[src/rtl/iosm_pkg.sv]
// package for the io switch matrix: configuration codes and pin bundles
package iosm_pkg;

    // configuration selected by the host command
    typedef enum logic [2:0] {
        IOSM_CFG_DEFAULT = 3'h0,
        IOSM_CFG_A       = 3'h1,
        IOSM_CFG_B       = 3'h2,
        IOSM_CFG_C       = 3'h3,
        IOSM_CFG_D       = 3'h4
    } iosm_cfg_e;

    // code carried by the host command, two bits for A to D
    localparam logic [1:0] IOSM_SEL_A = 2'h0;
    localparam logic [1:0] IOSM_SEL_B = 2'h1;
    localparam logic [1:0] IOSM_SEL_C = 2'h2;
    localparam logic [1:0] IOSM_SEL_D = 2'h3;

    localparam int unsigned IOSM_NUM_PINS = 12;
    localparam int unsigned IOSM_FIRST_MUX = 5;
    localparam logic [11:0] IOSM_OE_RESET = 12'h000;
    localparam logic [11:0] IOSM_OUT_RESET = 12'h000;

    // internal functions driven towards the pins
    typedef struct packed {
        logic spi_data_out;
        logic slave_chip_select;
        logic spi_interrupt;
        logic audio_data_out;
        logic uart_tx;
        logic front_end_receive_enable;
        logic front_end_amplifier_enable;
    } iosm_func_out_s;

    // pin levels returned to internal functions
    typedef struct packed {
        logic spi_data_in;
        logic spi_clock;
        logic slave_service_request;
        logic audio_data_in;
        logic audio_bit_clock;
        logic audio_word_select;
        logic uart_rx;
    } iosm_func_in_s;

endpackage

[src/rtl/iosm_top.sv]
// io switch matrix: holds the host-selected configuration and drives the pins
//
// Behaviour
// RULE1: all pins released while reset is held
// RULE2: pins zero to four fixed spi slave
// RULE3: pin five drives audio out only in C
// RULE4: pin six audio in A-C, uart rx D
// RULE5: pin seven audio out A,B; uart tx C,D
// RULE6: pin eight uart tx A; receive enable B-D
// RULE7: pin nine uart rx A; amplifier enable B-D
// RULE8: pins ten, eleven audio clock/select A-C
// RULE9: host command after boot picks configuration
// RULE10: pins five-eleven released until command arrives
// RULE11: front-end enables only reach switch pins
// RULE12: configuration held until reset, then default
module iosm_top
    import iosm_pkg::*;
(
    // clock and reset
    input  wire logic                      clock,
    input  wire logic                      rst_n,
    // configuration command from the host command decoder
    input  wire logic                      cfg_cmd_valid,
    input  wire logic [1:0]                cfg_cmd_sel,
    // internal functions
    input  wire iosm_pkg::iosm_func_out_s  func_out,
    output iosm_pkg::iosm_func_in_s        func_in_ff,
    output iosm_pkg::iosm_cfg_e            cfg_ff,
    // switch matrix pins
    input  wire logic [11:0]               pin_in,
    input  wire logic                      service_request_pin,
    output logic [11:0]                    pin_out_ff,
    output logic [11:0]                    pin_oe_ff
);
    import iosm_pkg::*;

    iosm_cfg_e      nxt_cfg;
    logic [11:0]    nxt_pin_out;
    logic [11:0]    nxt_pin_oe;
    iosm_func_in_s  nxt_func_in;

    ////////////////////////////////////////////////////////////////////////
    // configuration latch: first command after boot wins, later ones ignored

    always_comb
    begin
        nxt_cfg = cfg_ff;
        if (cfg_ff == IOSM_CFG_DEFAULT && cfg_cmd_valid)
        begin
            case (cfg_cmd_sel)                                     // [RULE9]
                IOSM_SEL_A: nxt_cfg = IOSM_CFG_A;
                IOSM_SEL_B: nxt_cfg = IOSM_CFG_B;
                IOSM_SEL_C: nxt_cfg = IOSM_CFG_C;
                IOSM_SEL_D: nxt_cfg = IOSM_CFG_D;
                default:    nxt_cfg = cfg_ff;
            endcase
        end
    end

    always_ff @(posedge clock or negedge rst_n)
    begin
        if (!rst_n)
            cfg_ff <= IOSM_CFG_DEFAULT;                            // [RULE12]
        else
            cfg_ff <= nxt_cfg;                                     // [RULE12]
    end

    ////////////////////////////////////////////////////////////////////////
    // routing, registered so every pin comes from a flip-flop

    iosm_route u_route (
        .cfg                 (cfg_ff),
        .func_out            (func_out),
        .pin_in              (pin_in),
        .service_request_pin (service_request_pin),
        .pin_out             (nxt_pin_out),
        .pin_oe              (nxt_pin_oe),
        .func_in             (nxt_func_in)
    );

    always_ff @(posedge clock or negedge rst_n)
    begin
        if (!rst_n)
        begin
            pin_out_ff <= IOSM_OUT_RESET;
            pin_oe_ff  <= IOSM_OE_RESET;                           // [RULE1]
        end
        else
        begin
            pin_out_ff <= nxt_pin_out;
            pin_oe_ff  <= nxt_pin_oe;
        end
    end

    always_ff @(posedge clock or negedge rst_n)
    begin
        if (!rst_n)
            func_in_ff <= '0;
        else
            func_in_ff <= nxt_func_in;
    end

    ////////////////////////////////////////////////////////////////////////
    // checks

    reset_release_a: assert property (@(posedge clock) !rst_n |-> pin_oe_ff == 12'h000) // [RULE1]
        else $error("pins driven during reset");

    spi_fixed_a: assert property (@(posedge clock) disable iff (!rst_n) // [RULE2]
        $past(rst_n) |-> pin_oe_ff[0] && pin_oe_ff[3] && pin_oe_ff[4] && !pin_oe_ff[1] && !pin_oe_ff[2])
        else $error("spi slave pins misrouted");

    pin5_drive_a: assert property (@(posedge clock) disable iff (!rst_n) // [RULE3]
        $past(rst_n) |-> pin_oe_ff[5] == ($past(cfg_ff) == IOSM_CFG_C))
        else $error("pin five enable wrong");

    pin6_input_a: assert property (@(posedge clock) disable iff (!rst_n) // [RULE4]
        $past(cfg_ff) == IOSM_CFG_D && $past(rst_n) |-> func_in_ff.uart_rx == $past(pin_in[6]))
        else $error("pin six not uart rx in D");

    pin7_source_a: assert property (@(posedge clock) disable iff (!rst_n) // [RULE5]
        $past(rst_n) && ($past(cfg_ff) == IOSM_CFG_C || $past(cfg_ff) == IOSM_CFG_D)
        |-> pin_oe_ff[7] && pin_out_ff[7] == $past(func_out.uart_tx))
        else $error("pin seven not uart tx");

    pin8_source_a: assert property (@(posedge clock) disable iff (!rst_n) // [RULE6]
        $past(rst_n) && $past(cfg_ff) == IOSM_CFG_B
        |-> pin_oe_ff[8] && pin_out_ff[8] == $past(func_out.front_end_receive_enable))
        else $error("pin eight not receive enable");

    pin9_source_a: assert property (@(posedge clock) disable iff (!rst_n) // [RULE7]
        $past(rst_n) && $past(cfg_ff) == IOSM_CFG_A |-> !pin_oe_ff[9] && func_in_ff.uart_rx == $past(pin_in[9]))
        else $error("pin nine not uart rx in A");

    audio_clock_a: assert property (@(posedge clock) disable iff (!rst_n) // [RULE8]
        $past(rst_n) |-> !pin_oe_ff[10] && !pin_oe_ff[11])
        else $error("audio clock pins driven");

    cfg_take_a: assert property (@(posedge clock) disable iff (!rst_n) // [RULE9]
        cfg_ff == IOSM_CFG_DEFAULT && cfg_cmd_valid && cfg_cmd_sel == IOSM_SEL_B ##1 1'b1 |-> cfg_ff == IOSM_CFG_B)
        else $error("configuration command not applied");

    unconfigured_a: assert property (@(posedge clock) disable iff (!rst_n) // [RULE10]
        $past(cfg_ff) == IOSM_CFG_DEFAULT |-> pin_oe_ff[11:5] == 7'h00)
        else $error("mux pins driven before configuration");

    cfg_hold_a: assert property (@(posedge clock) disable iff (!rst_n) // [RULE12]
        cfg_ff != IOSM_CFG_DEFAULT |=> $stable(cfg_ff))
        else $error("configuration changed without reset");

    ////////////////////////////////////////////////////////////////////////
    // reset and fixed spi slave pins

    reset_outputs_a: assert property (@(posedge clock) !rst_n // [RULE1]
        |-> pin_out_ff == IOSM_OUT_RESET && func_in_ff == '0)
        else $error("outputs not cleared during reset");

    reset_cfg_a: assert property (@(posedge clock) !rst_n // [RULE12]
        |-> cfg_ff == IOSM_CFG_DEFAULT)
        else $error("configuration kept through reset");

    spi_source_a: assert property (@(posedge clock) disable iff (!rst_n) // [RULE2]
        $past(rst_n)
        |-> pin_out_ff[0] == $past(func_out.spi_data_out)
            && pin_out_ff[3] == $past(func_out.slave_chip_select)
            && pin_out_ff[4] == $past(func_out.spi_interrupt))
        else $error("spi slave outputs not routed");

    spi_inputs_a: assert property (@(posedge clock) disable iff (!rst_n) // [RULE2]
        $past(rst_n)
        |-> func_in_ff.spi_data_in == $past(pin_in[1])
            && func_in_ff.spi_clock == $past(pin_in[2])
            && func_in_ff.slave_service_request == $past(service_request_pin))
        else $error("spi slave inputs not routed");

    undriven_low_a: assert property (@(posedge clock) disable iff (!rst_n) // [RULE10]
        (pin_out_ff & ~pin_oe_ff) == 12'h000)
        else $error("released pin carries a value");

    ////////////////////////////////////////////////////////////////////////
    // multiplexed pins, one source per configuration

    pin5_source_a: assert property (@(posedge clock) disable iff (!rst_n) // [RULE3]
        $past(rst_n)
        |-> pin_out_ff[5] == ($past(cfg_ff) == IOSM_CFG_C && $past(func_out.audio_data_out)))
        else $error("pin five value wrong");

    pin6_released_a: assert property (@(posedge clock) disable iff (!rst_n) // [RULE4]
        $past(rst_n) |-> !pin_oe_ff[6])
        else $error("pin six driven");

    audio_in_a: assert property (@(posedge clock) disable iff (!rst_n) // [RULE4]
        $past(rst_n) && $past(cfg_ff) inside {IOSM_CFG_A, IOSM_CFG_B, IOSM_CFG_C}
        |-> func_in_ff.audio_data_in == $past(pin_in[6]))
        else $error("pin six not audio in");

    d_inputs_off_a: assert property (@(posedge clock) disable iff (!rst_n) // [RULE4] [RULE8]
        $past(rst_n) && $past(cfg_ff) == IOSM_CFG_D
        |-> !func_in_ff.audio_data_in && !func_in_ff.audio_bit_clock && !func_in_ff.audio_word_select)
        else $error("audio inputs live in D");

    pin7_audio_a: assert property (@(posedge clock) disable iff (!rst_n) // [RULE5]
        $past(rst_n) && $past(cfg_ff) inside {IOSM_CFG_A, IOSM_CFG_B}
        |-> pin_oe_ff[7] && pin_out_ff[7] == $past(func_out.audio_data_out))
        else $error("pin seven not audio out");

    pin8_uart_a: assert property (@(posedge clock) disable iff (!rst_n) // [RULE6]
        $past(rst_n) && $past(cfg_ff) == IOSM_CFG_A
        |-> pin_oe_ff[8] && pin_out_ff[8] == $past(func_out.uart_tx))
        else $error("pin eight not uart tx in A");

    pin8_enable_a: assert property (@(posedge clock) disable iff (!rst_n) // [RULE6] [RULE11]
        $past(rst_n) && $past(cfg_ff) inside {IOSM_CFG_C, IOSM_CFG_D}
        |-> pin_oe_ff[8] && pin_out_ff[8] == $past(func_out.front_end_receive_enable))
        else $error("pin eight not receive enable");

    pin9_enable_a: assert property (@(posedge clock) disable iff (!rst_n) // [RULE7] [RULE11]
        $past(rst_n) && $past(cfg_ff) inside {IOSM_CFG_B, IOSM_CFG_C, IOSM_CFG_D}
        |-> pin_oe_ff[9] && pin_out_ff[9] == $past(func_out.front_end_amplifier_enable))
        else $error("pin nine not amplifier enable");

    rx_unrouted_a: assert property (@(posedge clock) disable iff (!rst_n) // [RULE7]
        $past(rst_n) && $past(cfg_ff) inside {IOSM_CFG_B, IOSM_CFG_C}
        |-> !func_in_ff.uart_rx)
        else $error("uart rx live without a pin");

    audio_clock_in_a: assert property (@(posedge clock) disable iff (!rst_n) // [RULE8]
        $past(rst_n) && $past(cfg_ff) inside {IOSM_CFG_A, IOSM_CFG_B, IOSM_CFG_C}
        |-> func_in_ff.audio_bit_clock == $past(pin_in[10])
            && func_in_ff.audio_word_select == $past(pin_in[11]))
        else $error("audio clock inputs not routed");

    unconfigured_in_a: assert property (@(posedge clock) disable iff (!rst_n) // [RULE10]
        $past(cfg_ff) == IOSM_CFG_DEFAULT
        |-> !func_in_ff.audio_data_in && !func_in_ff.audio_bit_clock
            && !func_in_ff.audio_word_select && !func_in_ff.uart_rx)
        else $error("mux inputs live before configuration");

    unconfigured_out_a: assert property (@(posedge clock) disable iff (!rst_n) // [RULE10]
        $past(cfg_ff) == IOSM_CFG_DEFAULT |-> pin_out_ff[11:5] == 7'h00)
        else $error("mux outputs live before configuration");

    ////////////////////////////////////////////////////////////////////////
    // whole enable map per configuration

    oe_default_a: assert property (@(posedge clock) disable iff (!rst_n) // [RULE10]
        $past(rst_n) && $past(cfg_ff) == IOSM_CFG_DEFAULT |-> pin_oe_ff == 12'h019)
        else $error("enables wrong before configuration");

    oe_cfg_a_a: assert property (@(posedge clock) disable iff (!rst_n) // [RULE9]
        $past(rst_n) && $past(cfg_ff) == IOSM_CFG_A |-> pin_oe_ff == 12'h199)
        else $error("enables wrong in configuration A");

    oe_cfg_b_a: assert property (@(posedge clock) disable iff (!rst_n) // [RULE9]
        $past(rst_n) && $past(cfg_ff) == IOSM_CFG_B |-> pin_oe_ff == 12'h399)
        else $error("enables wrong in configuration B");

    oe_cfg_c_a: assert property (@(posedge clock) disable iff (!rst_n) // [RULE9]
        $past(rst_n) && $past(cfg_ff) == IOSM_CFG_C |-> pin_oe_ff == 12'h3B9)
        else $error("enables wrong in configuration C");

    oe_cfg_d_a: assert property (@(posedge clock) disable iff (!rst_n) // [RULE9]
        $past(rst_n) && $past(cfg_ff) == IOSM_CFG_D |-> pin_oe_ff == 12'h399)
        else $error("enables wrong in configuration D");

    ////////////////////////////////////////////////////////////////////////
    // configuration latch

    sel_a_take_a: assert property (@(posedge clock) disable iff (!rst_n) // [RULE9]
        cfg_ff == IOSM_CFG_DEFAULT && cfg_cmd_valid && cfg_cmd_sel == IOSM_SEL_A
        |=> cfg_ff == IOSM_CFG_A)
        else $error("command A not applied");

    sel_c_take_a: assert property (@(posedge clock) disable iff (!rst_n) // [RULE9]
        cfg_ff == IOSM_CFG_DEFAULT && cfg_cmd_valid && cfg_cmd_sel == IOSM_SEL_C
        |=> cfg_ff == IOSM_CFG_C)
        else $error("command C not applied");

    sel_d_take_a: assert property (@(posedge clock) disable iff (!rst_n) // [RULE9]
        cfg_ff == IOSM_CFG_DEFAULT && cfg_cmd_valid && cfg_cmd_sel == IOSM_SEL_D
        |=> cfg_ff == IOSM_CFG_D)
        else $error("command D not applied");

    cfg_idle_a: assert property (@(posedge clock) disable iff (!rst_n) // [RULE12]
        cfg_ff == IOSM_CFG_DEFAULT && !cfg_cmd_valid
        |=> cfg_ff == IOSM_CFG_DEFAULT)
        else $error("configuration left default without command");

    cfg_legal_a: assert property (@(posedge clock) disable iff (!rst_n) // [RULE9]
        cfg_ff inside {IOSM_CFG_DEFAULT, IOSM_CFG_A, IOSM_CFG_B, IOSM_CFG_C, IOSM_CFG_D})
        else $error("configuration code out of range");

endmodule

[src/rtl/iosm_route.sv]
// combinational routing table of the io switch matrix
module iosm_route
    import iosm_pkg::*;
(
    // selection and functions
    input  wire iosm_pkg::iosm_cfg_e       cfg,
    input  wire iosm_pkg::iosm_func_out_s  func_out,
    // pin side
    input  wire logic [11:0]               pin_in,
    input  wire logic                      service_request_pin,
    output logic [11:0]                    pin_out,
    output logic [11:0]                    pin_oe,
    output iosm_pkg::iosm_func_in_s        func_in
);
    import iosm_pkg::*;

    always_comb
    begin
        pin_out = IOSM_OUT_RESET;
        pin_oe  = IOSM_OE_RESET;
        func_in = '0;
        // fixed spi slave pins in every configuration
        pin_out[0] = func_out.spi_data_out;                        // [RULE2]
        pin_oe[0]  = 1'b1;
        pin_out[3] = func_out.slave_chip_select;
        pin_oe[3]  = 1'b1;
        pin_out[4] = func_out.spi_interrupt;
        pin_oe[4]  = 1'b1;
        func_in.spi_data_in           = pin_in[1];
        func_in.spi_clock             = pin_in[2];
        func_in.slave_service_request = service_request_pin;
        case (cfg)
            IOSM_CFG_A:
            begin
                func_in.audio_data_in   = pin_in[6];               // [RULE4]
                pin_out[7] = func_out.audio_data_out;              // [RULE5]
                pin_oe[7]  = 1'b1;
                pin_out[8] = func_out.uart_tx;                     // [RULE6]
                pin_oe[8]  = 1'b1;
                func_in.uart_rx         = pin_in[9];               // [RULE7]
                func_in.audio_bit_clock   = pin_in[10];            // [RULE8]
                func_in.audio_word_select = pin_in[11];
            end
            IOSM_CFG_B, IOSM_CFG_C:
            begin
                func_in.audio_data_in = pin_in[6];                 // [RULE4]
                if (cfg == IOSM_CFG_C)
                begin
                    pin_out[5] = func_out.audio_data_out;          // [RULE3]
                    pin_oe[5]  = 1'b1;
                    pin_out[7] = func_out.uart_tx;                 // [RULE5]
                end
                else
                begin
                    pin_out[7] = func_out.audio_data_out;          // [RULE5]
                end
                pin_oe[7]  = 1'b1;
                pin_out[8] = func_out.front_end_receive_enable;    // [RULE6] [RULE11]
                pin_oe[8]  = 1'b1;
                pin_out[9] = func_out.front_end_amplifier_enable;  // [RULE7] [RULE11]
                pin_oe[9]  = 1'b1;
                func_in.audio_bit_clock   = pin_in[10];            // [RULE8]
                func_in.audio_word_select = pin_in[11];
            end
            IOSM_CFG_D:
            begin
                func_in.uart_rx = pin_in[6];                       // [RULE4]
                pin_out[7] = func_out.uart_tx;                     // [RULE5]
                pin_oe[7]  = 1'b1;
                pin_out[8] = func_out.front_end_receive_enable;    // [RULE6] [RULE11]
                pin_oe[8]  = 1'b1;
                pin_out[9] = func_out.front_end_amplifier_enable;  // [RULE7] [RULE11]
                pin_oe[9]  = 1'b1;
            end
            default:
            begin
                // pins 5 to 11 stay released until configured
                pin_oe[11:5] = 7'h00;                              // [RULE10]
            end
        endcase
    end

endmodule

[config.mk]
export PLATFORM = sky130hd
export DESIGN_NAME = iosm_top
export DESIGN_NICKNAME = d
export VERILOG_FILES = /design/src/rtl/iosm_pkg.sv /design/src/rtl/iosm_top.sv /design/src/rtl/iosm_route.sv
export SDC_FILE = /design/constraint.sdc
export NUM_CORES = 1
export LEC_CHECK = 0
export ABC_AREA = 1
export BUFFER_PORTS_ARGS = -buffer_cell sky130_fd_sc_hd__buf_4
export CELL_PAD_IN_SITES_DETAIL_PLACEMENT = 1
export CELL_PAD_IN_SITES_GLOBAL_PLACEMENT = 2
export CORE_AREA = 2 2 93 50
export CTS_BUF_LIST = sky130_fd_sc_hd__clkbuf_8 sky130_fd_sc_hd__clkbuf_16
export CTS_CLUSTER_DIAMETER = 80
export DETAILED_ROUTE_END_ITERATION = 16
export DIE_AREA = 0 0 95 52
export HOLD_SLACK_MARGIN = 0.06
export PLACE_DENSITY_LB_ADDON = 0.1
export SLEW_MARGIN = 20
export SYNTH_ARGS = -nofsm -noshare
export SYNTH_HDL_FRONTEND = slang
export SYNTH_SLANG_ARGS = --single-unit
[constraint.sdc]
create_clock -name clock -period 1.2 [get_ports clock]
set_clock_uncertainty 0.15 [all_clocks]
set_input_delay 0.24 -clock clock [delete_from_list [all_inputs] [get_ports clock]]
set_output_delay 0.24 -clock clock [all_outputs]
set_load 0.05 [all_outputs]
==> flow_summary.yaml <==
cells_and_area:
  drive_above_1_share_pct: 49.3
  post-route-util_pct: 36.8
  n_antenna_cell: 0
  finalNonFillerCells: 199
  nets: 171
  syn_to_final_growth_pct: 75.1
critical_path:
  cp_cell_sequence: "buf_6"
  cpMaxStageDelayCell: "dfrtp_2"
  max_stage_delay_ns: 0.43
  path_buf_inv: 1
  crit_family: "flip-flops"
  arrival_ns: 0.85
  cp.required_ns: 0.81
  cp-end-kind: "output pin"
  crit_path_start_kind: "flop"
  critPathKind: "reg2out"
  cp_max_fo: 2
detailed_routing:
  route.vias.total: 724
  viasPerCell: 3.64
  met2_wirelength_um: 959
  drtIter0Drc: 21
  highest_layer: "met4"
  drt_first_pass_iters: 4
  wl_per_cell_um: 11.1
  met3_length_um: 215
  met1_length_um: 1020
  drc: 0
  wl_um: 2210
  ant_nets: 0
clock_network:
  cts_buffer_depth: 2
  clock-sinks: 21
  cts_buffers: 3
  cts-root-buf: "clkbuf_8"
  cts.clk_slew.worst_paths_ns: 0.08
  clk_latency_ns: 0.26
  htree_levels: 1
  cts_tree: "built"
yosys:
  yosysWarnings: 0
  synth_edf_count: 0
  ys.flop_type: "dfrtp_1"
  netlist_instances: 82
  synth_area_leader_cell: "dfrtp_1"
  yosysUniqueCellTypes: 16
  synth_most_common_cell: "dfrtp_1"
  synthDominantCellAreaShare_pct: 59.7
  synth.yosys.seq_area_share_pct: 59.7
  synth.area.top_cells: "dfrtp_1, buf_4, nand2_1"
  ys_seq_elements: 21
  postSynthAreaPerCell_sq_um: 10.7
  synthArstFlopShare_pct: 100
  synthesis.area_sq_um: 880
  synth_common_cells: "dfrtp_1, buf_4, nand2_1"
timing:
  maxSlewViolCount: 0
  setup_viol: 9
  fin_crit_ns: 1.24
  rsz0062_at_grt: "yes"
  final_hold_viol_count: 0
  worst_slack_ns: -0.0420
  period_share_pct: 104
  fmax_ghz: 0.805
floorplanning:
  num_rows: 17
  core_sq_um: 4190
  ios: 59
  die_w_um: 95
  die_area_sq_um: 4940
  die_h_um: 52
  start_util_pct: 21.0
pwr:
  power.density_nw_per_um2: 947
  p_leak_nw: 0.801
  vdd_drop_max_uv: 287
global_route:
  grt_max_degree: 22
  grt_pass1_vias: 703
  gr-usage-all-layers_pct: 9.64
  grt_remaining_overflow: 0
  antenna_found_initial: 0
  grt_pass1_wl_um: 3500
hold_path:
  hp-class: "in2reg"
placed_design:
  dp.cells: 178
  gp_congestion: 0.623
  place_hpwl_um: 1640
  io_buffer_count: 42
run_status:
  outcome: "complete, but fails checks"
  violations: "negative setup slack"
run:
  drv_cap: 0
[stage by stage]
step	area, sq um	worst slack [ns]	power (mW)	hold WS, ns	TNS, ns
6_report	1540	-0.0420	1.46	0.0701	-0.280
5_1_grt	1540	-0.0751	1.54	0.0697	-0.920
4_1_cts	1500	-0.0541	1.49	0.0650	-0.403
3_5_place_dp	1220	0.0822	0.964	-0.00254	0
3_3_place_gp	1220	0.0875	0.961	-0.00316	0
2_1_floorplan	920	-0.0104	0.903	-0.206	-0.0104
[path summary, 6_finish.rpt]
| kind | cells after the start | slack [ns] | endpoint | start |
|---|---|---|---|---|
| max in group asynchronous | 2 | 0.38 | pin_oe_ff[4] | rst_n |
| min in group asynchronous | 2 | 0.28 | cfg_ff[2] | rst_n |
| max | 1 | -0.04 | cfg_ff[0] | cfg_ff[0] |
| max reg2reg | 6 | 0 | pin_out_ff[8] | cfg_ff[0] |
| min reg2reg | 3 | 0.50 | cfg_ff[0] | cfg_ff[0] |
| min | 2 | 0.07 | pin_out_ff[9] | func_out[0] |
[cell usage in the layout (no fill, tap or decap), drive strengths merged]
master       instances
ha                   3
inv                 12
a21boi               1
nor2                 5
clkbuf               3
dlygate4sd3         12
nand2               15
dfrtp               21
clkinv               1
nand3                4
buf                 48
nand4                5
o21ai                1
conb                11
[metal layers]
metal	up-vias	track usage, %
li1	347	-
met1	345	13.1
met2	30	13.8
met3	2	4.93
met4	0	1.45
met5	-	0
[kinds of logic after synthesis]
kind of cell | Yosys count | synth area share (%)
AOI/OAI and AO/OA | 2 | 1.42
adders and majority gates | 3 | 4.27
buffers and inverters | 25 | 16.2
DFF | 21 | 59.7
other | 2 | 0.854
and+or+nand+nor | 29 | 17.5
[cell type report]
| type | count | area, sq um |
|---|---|---|
| well taps | 57 | 71.3 |
| clock buffers | 3 | 41.3 |
| fillers | 481 | 2650 |
| inverters | 12 | 55.1 |
| repair buffers | 60 | 578 |
| clock inverters | 1 | 5.00 |
| flip-flops and latches | 21 | 532 |
| multi-input cells | 45 | 258 |
[where the power goes]
group	switching (mW)	leakage, nW	internal, mW	total [mW]
clock	0.233	0.0255	0.231	0.464
combinational	0.171	0.517	0.0974	0.268
sequential	0.00672	0.258	0.719	0.726
[registers in the layout (all words and copies together), names as in the netlist]
| signal | cells |
|---|---|
| func_in_ff | 7 |
| pin_out_ff | 7 |
| pin_oe_ff | 4 |
| cfg_ff | 3 |
[timing repair]
item,in CTS,in global routing
hold endpoints to repair,32,0
pin swaps,0,2
hold buffers,12,0
endpoints found under the setup margin,24,32
gates resized for setup,25,9
setup buffers,3,2
Power figures use the tool's default switching activity.
